`src/verilog/dcb_pkg.sv`:
```
// Package of constants for the command and burst engine
package dcb_pkg;
    // Command encodings as {ras_b, cas_b, we_b} with chip select low
    localparam logic [2:0] CMD_LOAD_MODE = 3'h0;
    localparam logic [2:0] CMD_REFRESH = 3'h1;
    localparam logic [2:0] CMD_PRECHARGE = 3'h2;
    localparam logic [2:0] CMD_ACTIVATE = 3'h3;
    localparam logic [2:0] CMD_WRITE = 3'h4;
    localparam logic [2:0] CMD_READ = 3'h5;
    localparam logic [2:0] CMD_NOP = 3'h7;
    // Address bit that requests auto precharge on reads and writes
    localparam int AP_BIT = 10;
    // Mode register selects, additive and CAS latency fields
    localparam logic [2:0] MR_SEL_MODE = 3'h0;
    localparam logic [2:0] MR_SEL_EXT = 3'h1;
    localparam int AL_LSB = 3;
    localparam int CL_LSB = 4;
    localparam logic [2:0] AL_MAX = 3'h6;
    // Burst length field and its codes
    localparam int BL_LSB = 0;
    localparam logic [2:0] BL_CODE_4 = 3'h2;
    localparam logic [2:0] BL_CODE_8 = 3'h3;
    // Reset defaults of latencies and burst length, and the burst length of eight
    localparam logic [2:0] AL_RST = 3'h0;
    localparam logic [2:0] CL_RST = 3'h3;
    localparam logic [3:0] BL_RST = 4'h4;
    localparam logic [3:0] BL_EIGHT = 4'h8;
    // Depth of the command latency line; the taps set the delay
    localparam int LAT_DEPTH = 16;
endpackage : dcb_pkg

```
`src/verilog/dcb_engine.sv`:
```
// Command decoder, burst engine and write data FIFO
module dcb_fifo #(
    parameter int WIDTH = 18,
    parameter int DEPTH = 32
) (
    // Clock and reset
    input wire logic i_clk_sys,
    input wire logic i_rst_b,
    // Fill side
    input wire logic i_valid,
    input wire logic [WIDTH-1:0] i_data,
    output logic o_ready,
    // Drain side
    output logic o_valid,
    output logic [WIDTH-1:0] o_data,
    input wire logic i_ready
);
    localparam int AW = $clog2(DEPTH);
    // Storage array and pointers
    logic [WIDTH-1:0] mem [DEPTH];
    logic [AW:0] wr_ptr_ff;
    logic [AW:0] rd_ptr_ff;
    logic full;
    logic empty;
    // Full when pointers differ only in the wrap bit
    assign full = (wr_ptr_ff[AW] != rd_ptr_ff[AW]) && (wr_ptr_ff[AW-1:0] == rd_ptr_ff[AW-1:0]);
    assign empty = (wr_ptr_ff == rd_ptr_ff);
    assign o_ready = !full;
    assign o_valid = !empty;
    assign o_data = mem[rd_ptr_ff[AW-1:0]];
    // Pointer update; memory has no reset to stay a plain RAM
    always_ff @(posedge i_clk_sys or negedge i_rst_b) begin
        if (!i_rst_b) begin
            wr_ptr_ff <= '0;
            rd_ptr_ff <= '0;
        end else begin
            if (i_valid && !full) begin
                wr_ptr_ff <= wr_ptr_ff + 1'b1;
            end
            if (i_ready && !empty) begin
                rd_ptr_ff <= rd_ptr_ff + 1'b1;
            end
        end
    end
    // Array write
    always_ff @(posedge i_clk_sys) begin
        if (i_valid && !full) begin
            mem[wr_ptr_ff[AW-1:0]] <= i_data;
        end
    end
endmodule : dcb_fifo

// Function
// - Decode commands from sampled control pins
// - Additive latency from extended mode field
// - Deselect accepts nothing, bursts continue
// - No-operation registers nothing new
// - Activate opens bank row until precharge
// - Column start, address bit auto precharge
// - Read data at additive plus CAS latency
// - Strobe low before first, during last
// - Data lines released after read burst
// - Back-to-back reads half burst apart
// - Masked elements leave location unchanged
// - Write latency is read latency minus one
// - Write data captured on rising strobe edges
// - Recovery counted from end of write data
// - Power-down performs no refresh
module dcb_engine #(
    parameter int BANKS = 8,
    parameter int ROW_W = 13,
    parameter int COL_W = 10,
    parameter int DQ_W = 16,
    parameter int MEM_WORDS = 64
) (
    // Clock and reset
    input wire logic i_clk_sys,
    input wire logic i_rst_b,
    // Command pins, all asynchronous to the system clock
    input wire logic i_ck,
    input wire logic i_cke,
    input wire logic i_cs_b,
    input wire logic i_ras_b,
    input wire logic i_cas_b,
    input wire logic i_we_b,
    input wire logic [2:0] i_ba,
    input wire logic [ROW_W-1:0] i_addr,
    // Data pins, split into in, out and enable
    input wire logic [DQ_W-1:0] i_dq,
    output logic [DQ_W-1:0] o_dq,
    output logic o_dq_oe,
    input wire logic i_dm,
    input wire logic i_dqs,
    output logic o_dqs,
    output logic o_dqs_b,
    output logic o_dqs_oe,
    // Status
    output logic [BANKS-1:0] o_bank_open,
    output logic o_wr_recovery
);
    localparam int MAW = $clog2(MEM_WORDS);
    // Entry: valid, write flag, bank, column, auto precharge
    localparam int ENT_W = 1 + 1 + 3 + COL_W + 1;
    localparam int LAT_DEPTH = dcb_pkg::LAT_DEPTH;

    // Burst engine states
    typedef enum logic [2:0] {
        DCB_IDLE = 3'b001,
        DCB_READ = 3'b010,
        DCB_WRITE = 3'b100
    } dcb_state_e;

    // Module state apart from the memory array and write queue
    typedef struct packed {
        logic [2:0] ck_sync;
        logic [1:0] cke_sync;
        logic [1:0] cs_sync;
        logic [1:0] ras_sync;
        logic [1:0] cas_sync;
        logic [1:0] we_sync;
        logic [5:0] ba_sync;
        logic [2*ROW_W-1:0] addr_sync;
        logic [2:0] dqs_sync;
        logic [2*DQ_W-1:0] dq_sync;
        logic [1:0] dm_sync;
        logic [2:0] al;
        logic [2:0] cl;
        logic [3:0] bl;
        logic [BANKS-1:0] open;
        logic [LAT_DEPTH*ENT_W-1:0] pipe;
        dcb_state_e st;
        logic [2:0] bank;
        logic [COL_W-1:0] col;
        logic ap;
        logic [3:0] left;
        logic [DQ_W-1:0] dq;
        logic dq_oe;
        logic dqs;
        logic dqs_oe;
        logic wrec;
    } dcb_state_s;

    dcb_state_s state_ff;
    dcb_state_s nxt_state;
    // Memory array kept small; only the low column bits select a word, the bank is dropped
    logic [DQ_W-1:0] mem_ff [MEM_WORDS];

    // Pin shorthands after the two-flop synchroniser
    logic ck_rise;
    logic cmd_valid;
    logic [2:0] cmd;
    logic dqs_rise;
    logic [ENT_W-1:0] pipe_out;
    logic [ENT_W-1:0] pipe_wr;
    logic [ENT_W-1:0] pipe_in;
    logic [MAW-1:0] rd_index;
    logic fifo_ready;
    logic fifo_valid;
    logic [DQ_W+MAW:0] fifo_data;
    logic [DQ_W+MAW:0] fifo_in;

    // Map bank and column to a word of the array
    function automatic logic [MAW-1:0] word_index(input logic [2:0] b,
                                                   input logic [COL_W-1:0] c);
        logic [COL_W+2:0] flat;
        flat = {b, c};
        return flat[MAW-1:0];
    endfunction

    // Edge of the link clock seen only on the second and third stages
    assign ck_rise = state_ff.ck_sync[1] && !state_ff.ck_sync[2];
    assign dqs_rise = state_ff.dqs_sync[1] && !state_ff.dqs_sync[2];
    // Chip select high or clock enable low accepts nothing
    // No power-down state exists, so nothing here can skip a refresh
    assign cmd_valid = ck_rise && state_ff.cke_sync[1] && !state_ff.cs_sync[1];
    assign cmd = {state_ff.ras_sync[1], state_ff.cas_sync[1], state_ff.we_sync[1]};
    // Read tap arms one link cycle before data, write tap one before strobe
    assign pipe_out = state_ff.pipe[ENT_W*(state_ff.al + state_ff.cl - 2) +: ENT_W];
    assign pipe_wr = state_ff.pipe[ENT_W*(state_ff.al + state_ff.cl - 3) +: ENT_W];
    assign rd_index = word_index(state_ff.bank, state_ff.col);

    // Captured elements carry their own word, as the column moves on at capture
    assign fifo_in = {rd_index, state_ff.dm_sync[1], state_ff.dq_sync[2*DQ_W-1:DQ_W]};

    dcb_fifo #(
        .WIDTH(DQ_W + 1 + MAW),
        .DEPTH(32)
    ) u_wfifo (
        .i_clk_sys(i_clk_sys),
        .i_rst_b(i_rst_b),
        .i_valid(state_ff.st == DCB_WRITE && dqs_rise && state_ff.left != 4'h0),
        .i_data(fifo_in),
        .o_ready(fifo_ready),
        .o_valid(fifo_valid),
        .o_data(fifo_data),
        .i_ready(1'b1)
    );

    // Next-state logic for decoder and burst engine
    always_comb begin
        nxt_state = state_ff;
        pipe_in = '0;
        // Synchroniser shift; first stage is read by the second only
        nxt_state.ck_sync = {state_ff.ck_sync[1:0], i_ck};
        nxt_state.dqs_sync = {state_ff.dqs_sync[1:0], i_dqs};
        nxt_state.cke_sync = {state_ff.cke_sync[0], i_cke};
        nxt_state.cs_sync = {state_ff.cs_sync[0], i_cs_b};
        nxt_state.ras_sync = {state_ff.ras_sync[0], i_ras_b};
        nxt_state.cas_sync = {state_ff.cas_sync[0], i_cas_b};
        nxt_state.we_sync = {state_ff.we_sync[0], i_we_b};
        nxt_state.ba_sync = {state_ff.ba_sync[2:0], i_ba};
        nxt_state.addr_sync = {state_ff.addr_sync[ROW_W-1:0], i_addr};
        nxt_state.dq_sync = {state_ff.dq_sync[DQ_W-1:0], i_dq};
        nxt_state.dm_sync = {state_ff.dm_sync[0], i_dm};
        // Command decode on each rising link clock edge
        if (cmd_valid) begin
            case (cmd)
                // Mode load; controller keeps banks idle
                dcb_pkg::CMD_LOAD_MODE: begin
                    if (state_ff.ba_sync[5:3] == dcb_pkg::MR_SEL_EXT) begin
                        if (state_ff.addr_sync[ROW_W+dcb_pkg::AL_LSB +: 3]
                            <= dcb_pkg::AL_MAX) begin
                            nxt_state.al = state_ff.addr_sync[ROW_W+dcb_pkg::AL_LSB +: 3];
                        end
                    end else if (state_ff.ba_sync[5:3] == dcb_pkg::MR_SEL_MODE) begin
                        nxt_state.cl = state_ff.addr_sync[ROW_W+dcb_pkg::CL_LSB +: 3];
                        nxt_state.bl = (state_ff.addr_sync[ROW_W+dcb_pkg::BL_LSB +: 3]
                            == dcb_pkg::BL_CODE_8) ? dcb_pkg::BL_EIGHT : dcb_pkg::BL_RST;
                    end
                end
                // Open a row; it stays open until precharge
                dcb_pkg::CMD_ACTIVATE: begin
                    nxt_state.open[state_ff.ba_sync[5:3]] = 1'b1;
                end
                // Close one bank or all banks
                dcb_pkg::CMD_PRECHARGE: begin
                    if (state_ff.addr_sync[ROW_W+dcb_pkg::AP_BIT]) begin
                        nxt_state.open = '0;
                    end else begin
                        nxt_state.open[state_ff.ba_sync[5:3]] = 1'b0;
                    end
                end
                // Reads and writes enter the latency line
                dcb_pkg::CMD_READ, dcb_pkg::CMD_WRITE: begin
                    pipe_in = {1'b1, ~state_ff.we_sync[1], state_ff.ba_sync[5:3],
                        state_ff.addr_sync[ROW_W +: COL_W],
                        state_ff.addr_sync[ROW_W+dcb_pkg::AP_BIT]};
                end
                // Refresh, no-operation: nothing new registered
                default: begin
                    pipe_in = '0;
                end
            endcase
        end
        // Latency line advances only on link clock edges
        if (ck_rise) begin
            nxt_state.pipe = {state_ff.pipe[(LAT_DEPTH-1)*ENT_W-1:0], pipe_in};
        end
        // Burst engine
        nxt_state.wrec = 1'b0;
        if (ck_rise) begin
            case (state_ff.st)
                DCB_IDLE: begin
                    nxt_state.dq_oe = 1'b0;
                    nxt_state.dqs_oe = 1'b0;
                end
                DCB_READ: begin
                    // Element per link edge, strobe low on last
                    nxt_state.dq = mem_ff[rd_index];
                    nxt_state.dq_oe = 1'b1;
                    nxt_state.dqs_oe = 1'b1;
                    nxt_state.dqs = (state_ff.left != 4'h1);
                    nxt_state.col = state_ff.col + 1'b1;
                    nxt_state.left = state_ff.left - 1'b1;
                    if (state_ff.left == 4'h1) begin
                        nxt_state.st = DCB_IDLE;
                        // Auto precharge closes the row
                        if (state_ff.ap) begin
                            nxt_state.open[state_ff.bank] = 1'b0;
                        end
                    end
                end
                DCB_WRITE: begin
                    if (state_ff.left == 4'h0) begin
                        // Recovery starts at end of data, mask ignored
                        nxt_state.wrec = 1'b1;
                        nxt_state.st = DCB_IDLE;
                        if (state_ff.ap) begin
                            nxt_state.open[state_ff.bank] = 1'b0;
                        end
                    end
                end
                default: begin
                    nxt_state.st = DCB_IDLE;
                end
            endcase
            // A new burst at its latency tap takes over, giving gapless streams
            if (pipe_out[ENT_W-1] && !pipe_out[ENT_W-2]) begin
                nxt_state.bank = pipe_out[ENT_W-3 -: 3];
                nxt_state.col = pipe_out[COL_W:1];
                nxt_state.ap = pipe_out[0];
                nxt_state.left = state_ff.bl;
                nxt_state.dqs_oe = 1'b1;
                // Preamble: strobe low for one link cycle before data
                if (state_ff.st != DCB_READ) begin
                    nxt_state.dqs = 1'b0;
                end
                nxt_state.st = DCB_READ;
            end else if (pipe_wr[ENT_W-1] && pipe_wr[ENT_W-2]) begin
                // Armed a link cycle early so the first strobe edge is not missed
                nxt_state.bank = pipe_wr[ENT_W-3 -: 3];
                nxt_state.col = pipe_wr[COL_W:1];
                nxt_state.ap = pipe_wr[0];
                nxt_state.left = state_ff.bl;
                nxt_state.st = DCB_WRITE;
            end
        end
        // Write elements counted on rising strobe edges
        if (state_ff.st == DCB_WRITE && dqs_rise && state_ff.left != 4'h0) begin
            nxt_state.left = state_ff.left - 1'b1;
            nxt_state.col = state_ff.col + 1'b1;
        end
        // Hold the strobe low for the postamble when no burst follows
        if (nxt_state.st == DCB_IDLE && ck_rise && state_ff.st == DCB_READ) begin
            nxt_state.dqs = 1'b0;
        end
    end

    // Register the state copy
    always_ff @(posedge i_clk_sys or negedge i_rst_b) begin
        if (!i_rst_b) begin
            state_ff <= '0;
            state_ff.st <= DCB_IDLE;
            state_ff.al <= dcb_pkg::AL_RST;
            state_ff.cl <= dcb_pkg::CL_RST;
            state_ff.bl <= dcb_pkg::BL_RST;
        end else begin
            state_ff <= nxt_state;
        end
    end

    // Array write of queued elements; masked elements left alone
    always_ff @(posedge i_clk_sys) begin
        if (fifo_valid && !fifo_data[DQ_W]) begin
            mem_ff[fifo_data[DQ_W+1 +: MAW]] <= fifo_data[DQ_W-1:0];
        end
    end

    // Outputs from flip-flops
    assign o_dq = state_ff.dq;
    assign o_dq_oe = state_ff.dq_oe;
    assign o_dqs = state_ff.dqs;
    assign o_dqs_b = !state_ff.dqs;
    assign o_dqs_oe = state_ff.dqs_oe;
    assign o_bank_open = state_ff.open;
    assign o_wr_recovery = state_ff.wrec;

    // Deselect leaves open rows untouched
    a_deselect_hold: assert property (@(posedge i_clk_sys) disable iff (!i_rst_b)
        (ck_rise && state_ff.cs_sync[1] && state_ff.st == DCB_IDLE)
        |=> (state_ff.open == $past(state_ff.open)))
        else $error("deselect changed bank state");
    // Strobe low with last read element
    a_last_strobe: assert property (@(posedge i_clk_sys) disable iff (!i_rst_b)
        (ck_rise && state_ff.st == DCB_READ && state_ff.left == 4'h1) |=> !o_dqs)
        else $error("strobe not low on last element");
    // Lines released once idle
    a_release_dq: assert property (@(posedge i_clk_sys) disable iff (!i_rst_b)
        (ck_rise && state_ff.st == DCB_IDLE && !pipe_out[ENT_W-1]) |=> !o_dq_oe)
        else $error("data lines still driven");
    // Activate opens its bank
    a_activate_open: assert property (@(posedge i_clk_sys) disable iff (!i_rst_b)
        (cmd_valid && cmd == dcb_pkg::CMD_ACTIVATE)
        |=> o_bank_open[$past(state_ff.ba_sync[5:3])])
        else $error("activate did not open bank");
    // Recovery pulse when a write burst ends
    a_write_recovery: assert property (@(posedge i_clk_sys) disable iff (!i_rst_b)
        (ck_rise && state_ff.st == DCB_WRITE && state_ff.left == 4'h0) |=> o_wr_recovery)
        else $error("no recovery pulse after write");
    // Fifo never refuses a captured element
    a_fifo_room: assert property (@(posedge i_clk_sys) disable iff (!i_rst_b)
        fifo_ready)
        else $error("write queue overflow");
endmodule : dcb_engine

```
`config.mk`:
```
export PLATFORM = sky130hd
export DESIGN_NAME = dcb_engine
export DESIGN_NICKNAME = d
export VERILOG_FILES = /design/src/verilog/dcb_pkg.sv /design/src/verilog/dcb_engine.sv
export SDC_FILE = /design/constraint.sdc
export NUM_CORES = 2
export LEC_CHECK = 0
export ABC_CLOCK_PERIOD_IN_PS = 8200
export BUFFER_PORTS_ARGS = -buffer_cell sky130_fd_sc_hd__buf_2
export CORE_MARGIN = 5
export CORE_UTILIZATION = 62
export CTS_BUF_LIST = sky130_fd_sc_hd__clkbuf_8
export DETAILED_ROUTE_END_ITERATION = 8
export PLACE_DENSITY = 0.87
export SYNTH_ARGS = -nofsm -noshare
export SYNTH_HDL_FRONTEND = slang
export SYNTH_SLANG_ARGS = --single-unit
```
`constraint.sdc`:
```
create_clock -name i_clk_sys -period 8.2 [get_ports i_clk_sys]
set_input_delay 0.41 -clock i_clk_sys [delete_from_list [all_inputs] [get_ports i_clk_sys]]
set_output_delay 0.41 -clock i_clk_sys [all_outputs]
set_load 0.05 [all_outputs]
```
Word level (Yosys, flattened, before mapping)
Memory sizes are Yosys's and may differ from the RTL's.
Index checks and enable logic that the tools add are counted.
- bits in registers: 407
- memory bits (writable): 1760
- input bits: 42
- output and inout bits: 29
- logic and storage cells: 144
- memories kept: 2
- memories (name ; words ; bits a word ; read ports ; clocked after Yosys merged registers in ; write ports ; RTL line ; source):
    mem_ff ; 64 ; 16 ; 1 ; 0 ; 1 ; dcb_engine.sv:146 ; logic [DQ_W-1:0] mem_ff [MEM_WORDS];
    u_wfifo.mem ; 32 ; 23 ; 1 ; 0 ; 1 ; dcb_engine.sv:20 ; logic [WIDTH-1:0] mem [DEPTH];
- $add $sub $neg: 7
- magnitude comparators: 5
- equality and inequality tests: 16
- shift-type cells: 2
- mux-type cells: 36
- bitwise logic cells: 7
- reduce and logical (&&, ||, !) cells: 41
- operators with widths (operator ; number):
    $shiftx 256x33->16 ; 2
    $mux 8 ; 6
    $mux 21 ; 2
    $mux 41 ; 1
    $mux 16 ; 2
    $pmux 8 s2 ; 2
    $sub 28x2->28 const B ; 1
    $mux 10 ; 2
    $mux 20 ; 1
    $and 8x8->8 ; 2
    $not 8->8 ; 2
    $logic_and 1x1->1 ; 15
    $add 6x1->6 const B ; 2
    $eq 3x2->1 const B ; 4
    $mux 1 ; 11
    $add 10x1->10 const B ; 1
    $reduce_and 2->1 ; 5
    $eq 3x1->1 const B ; 3
    $eq 3x3->1 const B ; 3
    $pmux 3 s3 ; 1
    $logic_not 1->1 ; 8
    $lt 3x4->1 const B ; 2
    $mux 4 ; 2
    $or 8x8->8 ; 1
    other kinds (23) ; 33

Longest topological paths before layout
- depth after elaboration: 14
- mapped depth: 16
- gate-level depth less buffers: 13

Modules after synthesis
From an unflattened synthesis, not the netlist that was laid out.
- cells, all modules: 4778
- area, all modules: 83411.2 sq um
- modules (own cells, without submodules) (module ; times used ; cells an instance ; area each (sq um) ; seq. area each (sq um)):
    dcb_engine ; 1 ; 3458 ; 54730.0 ; 38687.1
    dcb_fifo ; 1 ; 1320 ; 28681.3 ; 22401.5

Least setup slack after synthesis
OpenSTA, ideal clock, no wires.
- kind: reg-to-reg
- start point: reg u_wfifo.rd_ptr_ff[0]
- end point: mem u_wfifo.mem[23][0] in the netlist's numbering (enable)
- setup time: 0.437 ns
- arrival: 3.762 ns
- required time: 7.763 ns
- setup slack: 4.001 ns
- cell stages (with the launch flop): 12
- buffers on the path: 6
- period minus slack after synthesis: 4.199 ns
- path through: dfrtp_1 -> buf_6 -> buf_12 -> buf_12 -> buf_8 -> clkbuf_1 -> xor2_1 -> nor3_1 -> a21oi_1 -> clkbuf_1 -> nand3_1 -> nor3b_1
- longest elaborated chain between the ends: 6
- ends and longest elaborated chain (element ; RTL line ; source):
    start: declaration ; dcb_engine.sv:22 ; logic [AW:0] rd_ptr_ff;
    start signal: assignment ; dcb_engine.sv:41 ; rd_ptr_ff <= rd_ptr_ff + 1'b1;
    $eq 5x5->1 ; dcb_engine.sv:26 ; assign full = (wr_ptr_ff[AW] != rd_ptr_ff[AW]) && (wr_ptr_ff[AW-1:0] == rd_ptr_ff[AW-1:0]);
    $logic_and 1x1->1 ; dcb_engine.sv:26 ;
    $logic_not 1->1 ; n/a ;
    $logic_and 1x1->1 ; dcb_engine.sv:47 ; if (i_valid && !full) begin
    $mux 1 ; dcb_engine.sv:47 ;
    $mux 1 (implied by the code) ; dcb_engine.sv:48 ; mem[wr_ptr_ff[AW-1:0]] <= i_data;
    end: declaration ; dcb_engine.sv:20 ;
No other way between the ends.

Final worst setup path
- start point: reg state_ff[312] in the netlist's numbering
- end point: reg state_ff[36] in the netlist's numbering
- longest elaborated chain between the ends: 7
- elaborated cells between the ends (all ways): 12
- classes of those cells: 3 x add/sub; 2 x shift; 2 x mux; 5 x reduce/logical
- ends and longest elaborated chain (element ; RTL line ; source):
    start: declaration ; dcb_engine.sv:143 ; dcb_state_s state_ff;
    start signal: assignment ; dcb_engine.sv:338 ; state_ff <= nxt_state;
    $add 3x3->4 * ; dcb_engine.sv:178, dcb_engine.sv:179 ;
    $sub 28x2->28 ; dcb_engine.sv:178 ; assign pipe_out = state_ff.pipe[ENT_W*(state_ff.al + state_ff.cl - 2) +: ENT_W];
    $shiftx 256x33->16 ; dcb_engine.sv:178 ;
    $logic_not 1->1 ; dcb_engine.sv:298 ; if (pipe_out[ENT_W-1] && !pipe_out[ENT_W-2]) begin
    $logic_and 1x1->1 ; dcb_engine.sv:298 ;
    $reduce_bool 2->1 (no line) ; n/a ;
    $reduce_and 2->1 (no line) ; n/a ;
Every way passes the cells marked *; elsewhere a longest branch is shown, timed or not. The select of a mux whose other input is x is not followed.
A chain may end at the register's enable or synchronous reset.

==> flow_metrics.tcl <==
set metrics [dict create \
    power_density_mw_per_mm2 219 \
    drive_above_1_share_pct 22.3 \
    nets 4952 \
    drtPass1Iterations 5 \
    yosysMostFrequentCell "edfxtp_1" \
    antenna_found_initial 3 \
    yosysTopAreaCellShare_pct 63.3 \
    min_period_ns 5.06 \
    fmax_mhz 198 \
    peakVddDrop_mv 0.190 \
    crit_cells 13 \
    dp_hpwl_um 108000 \
    cts_tree "done" \
    ant_nets 0 \
    clock_sinks 2089 \
    synth_ff_type "edfxtp_1" \
    critical_path.top_delay_family "simple AND/OR/NAND/NOR gates" \
    synth_warnings 0 \
    r2r_cells 13 \
    drv_slew 0 \
    cts_setup_buffers 0 \
    grt_pass1_vias 47100 \
    place.gp.congestion 0.840 \
    yosys.area.top_type "edfxtp_1" \
    post-route-util_pct 68.8 \
    synthesis.area_mm2 0.0835 \
    root_buffer "clkbuf_8" \
    synth_edf_count 1760 \
    async_flop_share_pct 15.7 \
    ios 71 \
    status "completed" \
    netlist_top_cells_area "edfxtp_1, mux4_2, dfrtp_1" \
    track_usage_pct 28.2 \
    wl_per_cell_um 28.9 \
    yosysSeqAreaShare_pct 73.1 \
    drc_errors 0 \
    cp.required_ns 9.10 \
    fin_area_mm2 0.0920 \
    n_fill_cell 7539 \
    synth_cell_types 74 \
    critPathMostFrequentCell "nor2_1" \
    insertion_delay_ns 1.02 \
    ys_ff_latch 2089 \
    die_y_um 377 \
    clkTransAtPathRegs_ns 0.07 \
    first_iter_violations 6856 \
    synth_cells 4642 \
    cts.path.max_buffers 4 \
    cp-start-kind "flip-flop" \
    overflow 0 \
    worstMarginPinSlew_ns 1.35 \
    cts_resized 0 \
    criticalPathCategory "reg -> reg" \
    finalCritPeriodShare_pct 61.7 \
    grt_first_pass_wirelength_um 297000 \
    hold_viol_final 0 \
    row_count 134 \
    htree_num_levels 5 \
    fin_worst_skew_ns 0.0620 \
    placed_area_mm2 0.0860 \
    start_util_pct 62.5 \
    setup_viol 0 \
    syn_nets 4700 \
    design.core.area_mm2 0.134 \
    finalPower_mw 20.2 \
    dieArea_mm2 0.142 \
    cp.buffers_inverters 1 \
    cp-end-kind "flip-flop" \
    portBuffers 65 \
    rsz0062_at_grt "no" \
    synthTopCellsByCount "edfxtp_1, nand2_1, mux4_2, dfrtp_1, mux2i_1" \
    syn2layout_area_growth_pct 10.1 \
    die_w_um 377 \
    avgViaCountPerCell 6.74 \
    routed_wl_um 199000 \
    hp-class "in -> async" \
    cellLeakagePower_nw 30.8 \
    slowest_delay_ns 0.74 \
    cp.arrival_ns 5.96 \
    vias 46400 \
    tns_ns 0 \
    numCtsBuffers 320 \
    worstPathCellList "ha_4 > fa_1 > xnor2_1 > ha_1 > ha_1 > inv_1 > o31ai_1 > nor4_1 > a22oi_1 > nor2_1 > nor2_1 > nor2_1 > o21a_1" \
    path_max_fanout 13 \
    syn_area_per_cell_um2 18.0 \
    grt_max_degree 132 \
    max_slew_margin_pct 10.3 \
    maxCapViolations 0 \
    cpMaxStageDelayCell "inv_1" \
]
[per-layer routing]
layer / global-route usage [%] / vias to the layer above / share of wire (%)
met5: 0 / - / 0
met2: 45.8 / 3405 / 50
met4: 13.0 / 0 / 4.8
met3: 5.45 / 635 / 10
met1: 37.7 / 23500 / 35
li1: - / 18900 / -
[final timing paths]
path,start,end,slack [ns]
min in group i_clk_sys,i_we_b,nxt_state[385],0.07
worst min-delay path,i_rst_b,state_ff[311],0.07
worst min register to register,nxt_state[341],fifo_in[8],0.34
max in group asynchronous,i_rst_b,fifo_in[17],6.47
worst max register to register,state_ff[312],state_ff[36],3.14
worst max-delay path,state_ff[312],state_ff[36],3.14
[report_power, final]
| part | internal [mW] | switching (mW) | leakage (nW) |
|---|---|---|---|
| sequential | 11.6 | 0.127 | 20.2 |
| clock | 3.87 | 3.83 | 3.27 |
| combinational | 0.283 | 0.424 | 7.26 |
| total | 15.8 | 4.38 | 30.8 |
[through the flow]
stage / std cells / setup slack (ns) / hold WS [ns]
final: 6887 / 3.14 / 0.0717
after detailed placement: 6297 / 3.35 / 0.336
after floorplan: 4642 / 4.00 / 0.114
after global routing: 6886 / 2.92 / 0.0463
after global placement: 6297 / 3.48 / 0.332
after CTS: 6884 / 3.31 / 0.000476
[timing repair]
action	4_1_cts	5_1_grt
endpoints found under the hold margin	133	0
hold buffers	43	0
endpoints found under the setup margin	0	0
[cells by family (layout without fill, tap and decap cells)]
kind of cell | count (synthesis) | in the layout | synth area share [%]
other | 0 | 3 | 0
muxes | 758 | 758 | 16.1
and+or+nand+nor | 923 | 923 | 4.56
buffers and inverters | 307 | 781 | 1.70
xor gates and xnor gates | 26 | 26 | 0.307
AOI/OAI and AO/OA | 523 | 523 | 4.02
DFF | 2089 | 2089 | 73.1
adders and majority gates | 16 | 16 | 0.249
[layout make-up]
cell class | instances | area, um^2 | area share, %
Clock inverter | 206 | 900 | 0.978
Sequential cell | 2089 | 61100 | 66.5
Multi-Input combinational cell | 2246 | 21300 | 23.2
Tap cell | 1768 | 2210 | 2.41
Antenna cell | 3 | 7.51 | 0.00816
Inverter | 14 | 52.6 | 0.0572
Clock buffer | 338 | 4650 | 5.06
Timing Repair Buffer | 223 | 1670 | 1.81
[sequential cells by signal, summed over array words and instances, names as in the netlist, 3 cells and up]
signal,count
u_wfifo.mem,736
o_dq,16
mem_ff,1024
u_wfifo.wr_ptr_ff,6
state_ff,226
o_bank_open,8
fifo_in,23
cmd,3
u_wfifo.rd_ptr_ff,6
nxt_state,37
[cell usage in the layout (no fill, tap or decap), drive strengths merged, types with 74 or more instances in the layout]
cell	instances
edfxtp	1760
clkbuf	338
clkinv	74
o22ai	75
inv	135
buf	180
a21oi	133
nor2	136
mux2	91
mux4	448
nand2	672
o21ai	104
dfrtp	325
mux2i	219
No activity file was read; power rests on OpenSTA's default activity.
